`src/logic/acr_pkg.sv`:
```
/*
 Shared constants for the configuration register access link: register
 layout, reset value, command byte pattern, frame length and host map.
 Assumes both ends and the host's APB slave import it.
*/
`default_nettype none
package acr_pkg;
   // ==========================================
   // Configuration register layout
   localparam int CFG_W = 8;               // Register width
   localparam int BIT_STATUS_EN = 4;       // Status bits enable
   localparam int BIT_SPAN_EN = 3;         // Span compression enable
   localparam int BIT_HIGHZ_EN = 2;        // High-Z mode enable
   localparam int BIT_TURBO_EN = 1;        // Turbo mode enable
   localparam int BIT_OV_N = 0;            // Overvoltage indicator, active low
   localparam logic [7:0] CFG_RESET = 8'h01;     // Reset value
   localparam logic [7:0] CFG_WR_MASK = 8'h1E;   // Writable bits 4..1
   // ==========================================
   // Register access command byte
   localparam int CMD_START_BIT = 7;       // Access start, must be 0
   localparam int CMD_RD_BIT = 6;          // 1 read, 0 write
   localparam logic [5:0] CMD_PATTERN = 6'h14;   // Fixed bits 5..0
   localparam int CMD_BITS = 8;            // Command length
   localparam int FRAME_BITS = 16;         // Whole instruction length
   localparam logic [4:0] CNT_CMD_LAST = 5'h07;  // Index of last command bit
   localparam logic [4:0] CNT_LAST = 5'h0F;      // Index of last frame bit
   localparam logic [4:0] CNT_DONE = 5'h10;      // Counter saturation
   // ==========================================
   // Host register map over APB
   localparam logic [31:0] HOST_CMD_ADDR = 32'h0000_0000;   // Order register
   localparam logic [31:0] HOST_STAT_ADDR = 32'h0000_0004;  // Status register
   localparam int HCMD_RD_BIT = 8;         // Order: 1 read, 0 write
   localparam int HSTAT_BUSY_BIT = 0;      // Status: transfer running
   localparam int HSTAT_DONE_BIT = 1;      // Status: transfer finished
   localparam int HSTAT_DATA_LSB = 8;      // Status: read data position
   localparam logic [3:0] SCLK_HALF_DEF = 4'h8;  // Ref cycles per half period
endpackage : acr_pkg
`default_nettype wire

```
`src/logic/acr_link_if.sv`:
```
/*
 Serial link between the host and the device: frame line, serial
 clock, serial data in and a tristate-able serial data out.
 Assumes the bench resolves the data-out wire from its enable.
*/
`default_nettype none
interface acr_link_if;
   logic conversionStart;  // Frame line, low frames an access
   logic serialClk;        // Serial clock, idle low
   logic serialIn;         // Host to device data
   logic serialOut;        // Device to host data
   logic serialOutOeN;     // Low while the device drives serialOut
   // Device end
   modport dev (input conversionStart, input serialClk, input serialIn,
                output serialOut, output serialOutOeN);
   // Host end
   modport host (output conversionStart, output serialClk, output serialIn,
                 input serialOut, input serialOutOeN);
endinterface : acr_link_if
`default_nettype wire

```
`src/logic/acr_device.sv`:
```
/*
 Device end: the 8-bit feature configuration register and the decoder
 of the 16-bit register access instruction on the serial link.
 Assumes link pins and the overvoltage level are asynchronous to
 refClk and that serial clock half periods span several refClk cycles.
*/
`default_nettype none
module acr_device
   import acr_pkg::*;
(
   input wire logic refClk,
   input wire logic reset,
   acr_link_if.dev link,
   input wire logic overvoltageIn,
   output logic statusBitsEn,
   output logic spanCompressEn,
   output logic highZEn,
   output logic turboEn,
   output logic overvoltageIndicatorN
);
   import acr_pkg::*;

   // ==========================================
   // Input synchronisation
   logic [3:0] syncBus;      // Synchronised pins
   logic cnvS;               // Frame line, synchronised
   logic sclkS;              // Serial clock, synchronised
   logic sdiS;               // Serial data in, synchronised
   logic ovS;                // Overvoltage level, synchronised
   logic sclkPrev_ff;        // Serial clock one cycle back
   logic cnvPrev_ff;         // Frame line one cycle back
   logic sclkRise;           // Rising serial clock seen
   logic sclkFall;           // Falling serial clock seen
   logic frameOn;            // Frame active

   // Pins start idle: data high, frame high, clock low, no overvoltage
   acr_sync #(.W(4), .INIT(4'hC)) uSync (
      .refClk(refClk),
      .reset(reset),
      .asyncIn({link.serialIn, link.conversionStart, link.serialClk, overvoltageIn}),
      .syncOut(syncBus)
   );
   assign sdiS = syncBus[3];
   assign cnvS = syncBus[2];
   assign sclkS = syncBus[1];
   assign ovS = syncBus[0];

   // Edge history of clock and frame line
   always_ff @(posedge refClk) begin
      if (reset) begin
         sclkPrev_ff <= 1'b0;
         cnvPrev_ff <= 1'b1;
      end else begin
         sclkPrev_ff <= sclkS;
         cnvPrev_ff <= cnvS;
      end
   end
   assign frameOn = !cnvS;
   assign sclkRise = frameOn && sclkS && !sclkPrev_ff;
   assign sclkFall = frameOn && !sclkS && sclkPrev_ff;

   // ==========================================
   // Frame decoding
   logic [4:0] bitCnt_ff;    // Bits taken this frame
   logic [7:0] rxShift_ff;   // Incoming bits
   logic [7:0] txShift_ff;   // Outgoing register image
   logic isRead_ff;          // Valid read command decoded
   logic isWrite_ff;         // Valid write command decoded
   logic [7:0] cmdByte;      // Command byte as it completes
   logic cmdOk;              // Command byte accepted
   logic [7:1] cfgRw_ff;     // Enable bits and reserved bits
   logic ovN_ff;             // Sticky overvoltage indicator, active low
   logic [7:0] cfgNow;       // Configuration register as held
   logic [7:0] cfgView;      // Register as read back

   assign cmdByte = {rxShift_ff[6:0], sdiS};
   assign cmdOk = !cmdByte[CMD_START_BIT]
                  && (cmdByte[5:0] == CMD_PATTERN);
   assign cfgNow = {cfgRw_ff, ovN_ff};
   assign cfgView = cfgNow & (CFG_WR_MASK | CFG_RESET);

   // Bit counter, restarted by each frame, saturates after 16
   always_ff @(posedge refClk) begin
      if (reset || !frameOn) begin
         bitCnt_ff <= '0;
      end else if (sclkRise && bitCnt_ff != CNT_DONE) begin
         bitCnt_ff <= bitCnt_ff + 5'h01;
      end
   end

   // Serial input shifter, sampled on rising clock
   always_ff @(posedge refClk) begin
      if (reset) begin
         rxShift_ff <= '0;
      end else if (sclkRise) begin
         rxShift_ff <= cmdByte;
      end
   end

   // Command decode after the eighth bit
   always_ff @(posedge refClk) begin
      if (reset || !frameOn) begin
         isRead_ff <= 1'b0;
         isWrite_ff <= 1'b0;
      end else if (sclkRise && bitCnt_ff == CNT_CMD_LAST) begin
         // Mismatched pattern: rest of the frame ignored
         isRead_ff <= cmdOk && cmdByte[CMD_RD_BIT];
         isWrite_ff <= cmdOk && !cmdByte[CMD_RD_BIT];
      end
   end

   // ==========================================
   // Configuration register
   // Write lands only once the whole data byte is in
   always_ff @(posedge refClk) begin
      if (reset) begin
         cfgRw_ff <= CFG_RESET[7:1];
      end else if (sclkRise && isWrite_ff && bitCnt_ff == CNT_LAST) begin
         cfgRw_ff <= (cmdByte[7:1] & CFG_WR_MASK[7:1])
                     | (cfgRw_ff & ~CFG_WR_MASK[7:1]);
      end
   end

   // Sticky active-low overvoltage indicator; a new event beats the clear
   always_ff @(posedge refClk) begin
      if (reset) begin
         ovN_ff <= CFG_RESET[BIT_OV_N];
      end else if (ovS) begin
         ovN_ff <= 1'b0;
      end else if (sclkRise && isRead_ff && bitCnt_ff == CNT_LAST) begin
         ovN_ff <= 1'b1;
      end
   end

   // ==========================================
   // Serial output
   // Image taken at decode, shifted out MSB first on falling clock
   always_ff @(posedge refClk) begin
      if (reset) begin
         txShift_ff <= '0;
      end else if (sclkRise && bitCnt_ff == CNT_CMD_LAST) begin
         txShift_ff <= cfgView;
      end else if (sclkFall && isRead_ff && bitCnt_ff < CNT_DONE) begin
         txShift_ff <= {txShift_ff[6:0], 1'b0};
      end
   end

   // Output drive, floated one cycle after the synchronised frame line goes high
   always_ff @(posedge refClk) begin
      if (reset || !frameOn) begin
         link.serialOut <= 1'b0;
         link.serialOutOeN <= 1'b1;
      end else if (sclkFall && isRead_ff && bitCnt_ff < CNT_DONE) begin
         link.serialOut <= txShift_ff[7];
         link.serialOutOeN <= 1'b0;
      end
   end

   // ==========================================
   // Feature outputs, registered copies of the enables and the overvoltage flag
   always_ff @(posedge refClk) begin
      if (reset) begin
         statusBitsEn <= CFG_RESET[BIT_STATUS_EN];
         spanCompressEn <= CFG_RESET[BIT_SPAN_EN];
         highZEn <= CFG_RESET[BIT_HIGHZ_EN];
         turboEn <= CFG_RESET[BIT_TURBO_EN];
         overvoltageIndicatorN <= CFG_RESET[BIT_OV_N];
      end else begin
         statusBitsEn <= cfgNow[BIT_STATUS_EN];
         spanCompressEn <= cfgNow[BIT_SPAN_EN];
         highZEn <= cfgNow[BIT_HIGHZ_EN];
         turboEn <= cfgNow[BIT_TURBO_EN];
         overvoltageIndicatorN <= cfgNow[BIT_OV_N];
      end
   end
endmodule : acr_device
`default_nettype wire

```
`src/logic/acr_sync.sv`:
```
/*
 Two flip-flop synchroniser for a bundle of independent levels.
 Assumes each bit is a level; the first stage feeds only the second.
*/
`default_nettype none
module acr_sync #(
   parameter int W = 1,
   parameter logic [W-1:0] INIT = '0
) (
   input wire logic refClk,
   input wire logic reset,
   input wire logic [W-1:0] asyncIn,
   output logic [W-1:0] syncOut
);
   logic [W-1:0] meta_ff;  // First stage
   logic [W-1:0] sync_ff;  // Second stage

   // ==========================================
   // Two stage capture
   always_ff @(posedge refClk) begin
      if (reset) begin
         meta_ff <= INIT;
         sync_ff <= INIT;
      end else begin
         meta_ff <= asyncIn;
         sync_ff <= meta_ff;
      end
   end
   assign syncOut = sync_ff;
endmodule : acr_sync
`default_nettype wire

```
`src/flat_wrapper.sv`:
```
// flat-port wrapper written by rule: the top's interface ports become plain ports
module acr_device_flat import acr_pkg::*;
  (refClk, reset, overvoltageIn, statusBitsEn, spanCompressEn, highZEn, turboEn, overvoltageIndicatorN, link_conversionStart, link_serialClk, link_serialIn, link_serialOut, link_serialOutOeN);
  acr_link_if link_i ();
  input wire logic refClk;
  input wire logic reset;
  input wire logic overvoltageIn;
  output logic statusBitsEn;
  output logic spanCompressEn;
  output logic highZEn;
  output logic turboEn;
  output logic overvoltageIndicatorN;
  input wire logic [$bits(link_i.conversionStart)-1:0] link_conversionStart;
  input wire logic [$bits(link_i.serialClk)-1:0] link_serialClk;
  input wire logic [$bits(link_i.serialIn)-1:0] link_serialIn;
  output wire logic [$bits(link_i.serialOut)-1:0] link_serialOut;
  output wire logic [$bits(link_i.serialOutOeN)-1:0] link_serialOutOeN;
  assign link_i.conversionStart = link_conversionStart;
  assign link_i.serialClk = link_serialClk;
  assign link_i.serialIn = link_serialIn;
  assign link_serialOut = link_i.serialOut;
  assign link_serialOutOeN = link_i.serialOutOeN;
  acr_device u_core (.refClk(refClk), .reset(reset), .link(link_i), .overvoltageIn(overvoltageIn), .statusBitsEn(statusBitsEn), .spanCompressEn(spanCompressEn), .highZEn(highZEn), .turboEn(turboEn), .overvoltageIndicatorN(overvoltageIndicatorN));
endmodule
```
`config.mk`:
```
export PLATFORM = sky130hd
export DESIGN_NAME = acr_device_flat
export DESIGN_NICKNAME = d
export VERILOG_FILES = /design/src/logic/acr_pkg.sv /design/src/logic/acr_link_if.sv /design/src/logic/acr_device.sv /design/src/logic/acr_sync.sv /design/src/flat_wrapper.sv
export SDC_FILE = /design/constraint.sdc
export NUM_CORES = 1
export LEC_CHECK = 0
export BUFFER_PORTS_ARGS = -buffer_cell sky130_fd_sc_hd__buf_2
export CAP_MARGIN = 20
export CORE_MARGIN = 8
export CORE_UTILIZATION = 51
export CTS_BUF_LIST = sky130_fd_sc_hd__clkbuf_16
export DETAILED_ROUTE_END_ITERATION = 12
export PLACE_DENSITY = 0.72
export SETUP_SLACK_MARGIN = 0.2
export SYNTH_ARGS = -nofsm -noshare
export SYNTH_HDL_FRONTEND = slang
export SYNTH_SLANG_ARGS = --single-unit
```
`constraint.sdc`:
```
create_clock -name refClk -period 1.45 [get_ports refClk]
set_input_delay 0.29 -clock refClk [delete_from_list [all_inputs] [get_ports refClk]]
set_output_delay 0.29 -clock refClk [all_outputs]
set_load 0.005 [all_outputs]
```
# Yosys cells after proc, flatten, opt, wreduce, memory -nomap -nowiden
# Index checks and enable logic that the tools add are counted.
# classes
bitwise_logic	1
reduce_logical	24
multipliers	0
n_shift	0
magnitude_cmp	1
eq_ne	4
n_div	0
mux	4
n_addsub	1
# op_table
operator	count
$logic_and 1x1->1	15
$mux 5	2
$or 4x7->7	1
$eq 6x5->1 const B	1
$add 5x1->5 const B	1
$eq 5x3->1 const B	1
$eq 5x4->1 const B	1
$logic_not 1->1	5
$lt 5x5->1 const B	1
$ne 5x5->1 const B	1
$reduce_bool 2->1	2
$mux 1	2
$reduce_or 2->1	1
$logic_or 1x1->1	1
# word_totals
in_bits	6
mem_bits_rw	0
latchBits	0
register_bits	46
mem_count	0
wordCells	53
rom_bits	0

# Logic depth before layout (Yosys ltp)
# logic_depth
word_depth	7
mapped_depth	7

# Modules after synthesis
# Synthesis repeated with hierarchy kept, for this count alone.
# unflattened
hier_cells	161
hier_area_um2	1629.1
# by_module_without_submodules
module	area_per_inst_um2	cells_per_inst	instances	seq_area_each_um2
acr_device	1418.9	145	1	700.7
acr_sync	210.2	16	1	160.2

# Worst setup path before layout
# OpenSTA, ideal clock, no wires.
# synth_path
path_type	register -> register
from	reg u_core.bitCnt_ff[0]
to	reg u_core.cfgRw_ff[1] (netlist bit)
path_stages_with_launch	8
n_path_buf	1
required_ns	1.322
setup_time_ns	0.128
arrival_ns	1.374
setup_slack_ns	-0.052
period_less_slack_ns	1.502
cell_sequence	dfxtp_1 ha_1 and3_1 ha_1 and3_1 clkbuf_2 mux2i_1 nor2_1
# synth_via
elab_chain_cells	2
# synth_rtl
item	line	text
start, declared	acr_device.sv:64	logic [4:0] bitCnt_ff;
start signal, assigned	acr_device.sv:87	bitCnt_ff <= bitCnt_ff + 5'h01;
$eq 5x4->1	acr_device.sv:118	end else if (sclkRise && isWrite_ff && bitCnt_ff == CNT_LAST) begin
$logic_and 1x1->1	acr_device.sv:118	
end signal, assigned	acr_device.sv:117	cfgRw_ff <= CFG_RESET[7:1];
end signal, assigned	acr_device.sv:119	cfgRw_ff <= (cmdByte[7:1] & CFG_WR_MASK[7:1])
end, declared	acr_device.sv:71	logic [7:1] cfgRw_ff;
# No other way between the ends.
# A chain may end at the register's enable or synchronous reset.

# Worst setup path after layout
# Same ends and word-level chain as after synthesis.

==> results.sh <==
export IMPL_p_int_mw=1.85
export IMPL_combinational_share_of_power_pct=2.3
export IMPL_worstMarginPinSlew_ns=0.376
export IMPL_timing_final_crit_share_pct=96.3
export IMPL_final_instance_count_excl_fill=213
export IMPL_htree_levels=2
export IMPL_total_power_density_per_cell_area_nw_per_um2=1140
export IMPL_gp_congestion=0.745
export IMPL_min_delay_start="link_serialIn"
export IMPL_ir_worst_vdd_v=0.000944
export IMPL_grt_usage_pct=13.0
export IMPL_netSwitchingFraction_pct=20.0
export IMPL_pin_count_of_the_biggest_net_entering_global_routing=35
export IMPL_number_of_buffers_created_by_cts=5
export IMPL_critPathRequiredTime_ns=1.63
export IMPL_worst_r2r_cell_count=6
export IMPL_layout_drive_gt1_share_pct=36.7
export IMPL_groute_layer_met3_usage_pct=4.88
export IMPL_place_port_buffers=12
export IMPL_tritoncts="done"
export IMPL_antennaDiodeCount=0
export IMPL_clk_pin_slew_worst_paths_ns=0.06
export IMPL_timing_hold_worst_endpoint="u_core.uSync.meta_ff[3]"
export IMPL_use_met2_pct=21.2
export IMPL_dpl_hpwl_um=2000
export IMPL_synth_top_area_cell="dfxtp_1"
export IMPL_antenna_violating_nets_post_route=0
export IMPL_power_leakage_nw=0.742
export IMPL_insertion_delay_ns=0.28
export IMPL_pin_count=13
export IMPL_power_frac_clock_pct=45.7
export IMPL_tns_ns=0
export IMPL_die_area_um2=5160
export IMPL_hold_viol_final=0
export IMPL_floorplan_core_area_um2=3000
export IMPL_ctsLongestPathBuffers=2
export IMPL_critPathMaxFanout=4
export IMPL_rsz0062_at_grt="yes"
export IMPL_die_height_um=71.9
export IMPL_multiInputGateArea_um2=783
export IMPL_maxSlewViolCount=0
export IMPL_synthCells=158
export IMPL_max_capacitance_violation_count=0
export IMPL_vias=1170
export IMPL_grt_pass1_vias=1170
export IMPL_num_fill_cells=232
export IMPL_ff_latch_area_um2=875
export IMPL_synth_seq_area_share_pct=54.1
export IMPL_crit_type="reg2reg"
export IMPL_synth_ff_latch_count=43
export IMPL_grtUsageMet1_pct=13.9
export IMPL_design_final_nets=188
export IMPL_timing_hold_worst_class="in2reg"
export IMPL_min_path_cells=2
export IMPL_final_setup_viol_count=0
export IMPL_cts_hold_buf=0
export IMPL_post_synth_cell_area_avg_um2=10.1
export IMPL_worstSetupStartpointType="flip-flop"
export IMPL_dp_worst_setup_slack_ns=0.0210
export IMPL_flow_area_growth_from_synthesis_pct=27.0
export IMPL_routed_wirelength_um=3130
export IMPL_synth_cell_type_count=32
export IMPL_clockRootBuffer="clkbuf_16"
export IMPL_average_vias_per_placed_instance=5.49
export IMPL_power_switching_mw=0.461
export IMPL_netlist_top_cells_area="dfxtp_1 (54%), mux2i_1 (8.8%), nor2_1 (4.7%), nor2b_1 (4.3%), ha_1 (2.4%)"
export IMPL_synth_warnings=0
export IMPL_drt_pre_antenna_iters=4
export IMPL_final_setup_worst_slack_ns=0.0541
export IMPL_drt_iter0_markers=61
export IMPL_floorplan_rows=20
export IMPL_netlist_area_um2=1590
export IMPL_worst_ep_arrival_time_ns=1.57
export IMPL_drt_drc=0
export IMPL_fin_worst_skew_ns=0.00504
export IMPL_initial_utilization_pct=53.0
export IMPL_antenna_found_initial=0
export IMPL_worst_setup_path_end_kind="flip-flop"
export IMPL_drt_wirelength_per_cell_um=14.7
export IMPL_power_frac_seq_pct=52.1
export IMPL_fp_dieW_um=71.9
export IMPL_r2r_slack_ns=0.05
export IMPL_max_slew_margin_rel_pct=74.7
export IMPL_outcome="complete, no violations"
export IMPL_terminus_of_the_critical_flop_to_flop_path="u_core.cfgRw_ff[1]"
export IMPL_achievable_frequency_mhz=716
export IMPL_r2r_start="u_core.bitCnt_ff[0]"
export IMPL_yosys_area_top_type_share_pct=54.1
export IMPL_gr_total_overflow=0
export IMPL_cts_sinks=43
export IMPL_global_route_peak_usage_layer="met2"
export IMPL_synth_net_count=167
export IMPL_final_min_clock_period_ns=1.40
export IMPL_grt_first_pass_wirelength_um=5220
export IMPL_numPlacedInstances=199
-- cell usage after synthesis --
cell type / count
dfxtp_1: 43
nor2_1: 20
mux2i_1: 14
nor2b_1: 11
nand2_1: 7
nor3_1: 7
a21oi_1: 6
or2_2: 6
clkbuf_1: 5
nand3_1: 4
and3_1: 3
ha_1: 3
inv_1: 3
a211oi_2: 2
a21oi_2: 2
buf_4: 2
nand4_1: 2
nand4bb_1: 2
o22ai_1: 2
xor2_1: 2
a211oi_1: 1
a21o_1: 1
a31oi_1: 1
and2_1: 1
and4_1: 1
buf_2: 1
clkbuf_2: 1
nand3b_1: 1
nor3b_2: 1
nor4_1: 1
o21bai_1: 1
xnor2_1: 1
-- worst max path at each step --
stage | cells past startpoint | slack [ns] | endpoint | startpoint
global route | 6 | -0.004 | u_core.txShift_ff[2] | u_core.sclkPrev_ff
floorplan | 7 | 0.04 | u_core.cfgRw_ff[1] | u_core.bitCnt_ff[0]
finish | 6 | 0.05 | u_core.cfgRw_ff[1] | u_core.bitCnt_ff[0]
CTS | 6 | 0.06 | u_core.cfgRw_ff[1] | u_core.bitCnt_ff[0]
global placement | 6 | 0.06 | u_core.cfgRw_ff[2] | u_core.bitCnt_ff[1]
detailed placement | 6 | 0.02 | u_core.cfgRw_ff[3] | u_core.bitCnt_ff[1]
-- worst max-delay path, stage by stage (launching register included) --
cell and delay, ns:
dfxtp_4 0.35, ha_4 0.13, and3_4 0.19, ha_4 0.13
and3_4 0.23, mux2i_1 0.20, nor2_1 0.05
-- what timing repair did --
action	4_1_cts	5_1_grt
pin swaps	6	13
setup endpoints to repair	20	27
gates resized for setup	6	24
buffers inserted	4	2
-- state kept, by name (all words and copies together), names as in the netlist --
name / flops
u_core.cfgRw_ff: 4
u_core.isRead_ff: 1
u_core.isWrite_ff: 1
u_core.highZEn: 1
u_core.sclkPrev_ff: 1
u_core.link.serialOut: 1
u_core.statusBitsEn: 1
u_core.txShift_ff: 8
u_core.link.serialOutOeN: 1
u_core.uSync.meta_ff: 4
u_core.turboEn: 1
u_core.overvoltageIndicatorN: 1
u_core.spanCompressEn: 1
u_core.uSync.syncOut: 4
u_core.rxShift_ff: 7
u_core.bitCnt_ff: 5
u_core.ovN_ff: 1
-- through the flow --
step	hold slack, ns	instance area (um2)	power [mW]	util (%)
after detailed placement	0.402	1740	1.28	57.9
final	0.188	2020	2.31	67.3
after CTS	0.181	1930	2.34	64.2
after global routing	0.181	2020	2.38	67.3
after global placement	0.393	1740	1.27	57.9
after floorplan	0.389	1640	1.26	-
-- cells in the final DEF, fill, tap and decap left out, types with 4 or more instances in the layout --
| master | netlist | layout |
|---|---|---|
| a21oi_1 | 6 | 4 |
| a21oi_2 | 2 | 4 |
| buf_2 | 1 | 12 |
| buf_4 | 2 | 7 |
| clkbuf_16 | 0 | 5 |
| dfxtp_1 | 43 | 36 |
| dfxtp_2 | 0 | 5 |
| mux2i_1 | 14 | 14 |
| nand2_1 | 7 | 6 |
| nor2_1 | 20 | 18 |
| nor2b_1 | 11 | 10 |
| nor3_1 | 7 | 7 |
| or2_2 | 6 | 6 |
-- cell type report --
class                   instances  area share, %
flip-flops and latches         43           43.3
multi-input cells             103           38.8
repair buffers                 23           8.42
clock buffers                   5           6.19
well taps                      33           2.04
clock inverters                 3          0.743
inverters                       3          0.557
-- logic make-up (layout without fill, tap and decap cells) --
logic type / count (synthesis) / after routing / synth area share, %
buf+inv: 12 / 34 / 3.46
flops: 43 / 43 / 54.1
xor+xnor: 3 / 3 / 1.65
mux: 14 / 14 / 8.80
compound gates: 16 / 16 / 7.15
simple gates: 67 / 67 / 22.5
fa+ha+maj: 3 / 3 / 2.36
-- power groups by stage --
stage | clock network (mW) | logic, mW | registers (mW)
floorplan | 0 | 0.0309 | 1.22
global placement | 0 | 0.0472 | 1.23
detailed placement | 0 | 0.0488 | 1.23
CTS | 1.09 | 0.0498 | 1.20
global route | 1.12 | 0.0571 | 1.20
finish | 1.05 | 0.0522 | 1.20
-- metal layers --
| metal | vias up | wire length [um] |
|---|---|---|
| met5 | - | 0 |
| met4 | 0 | 96 |
| met3 | 10 | 134 |
| met2 | 27 | 1550 |
| met1 | 558 | 1350 |
| li1 | 575 | - |
Power figures use the tool's default switching activity.
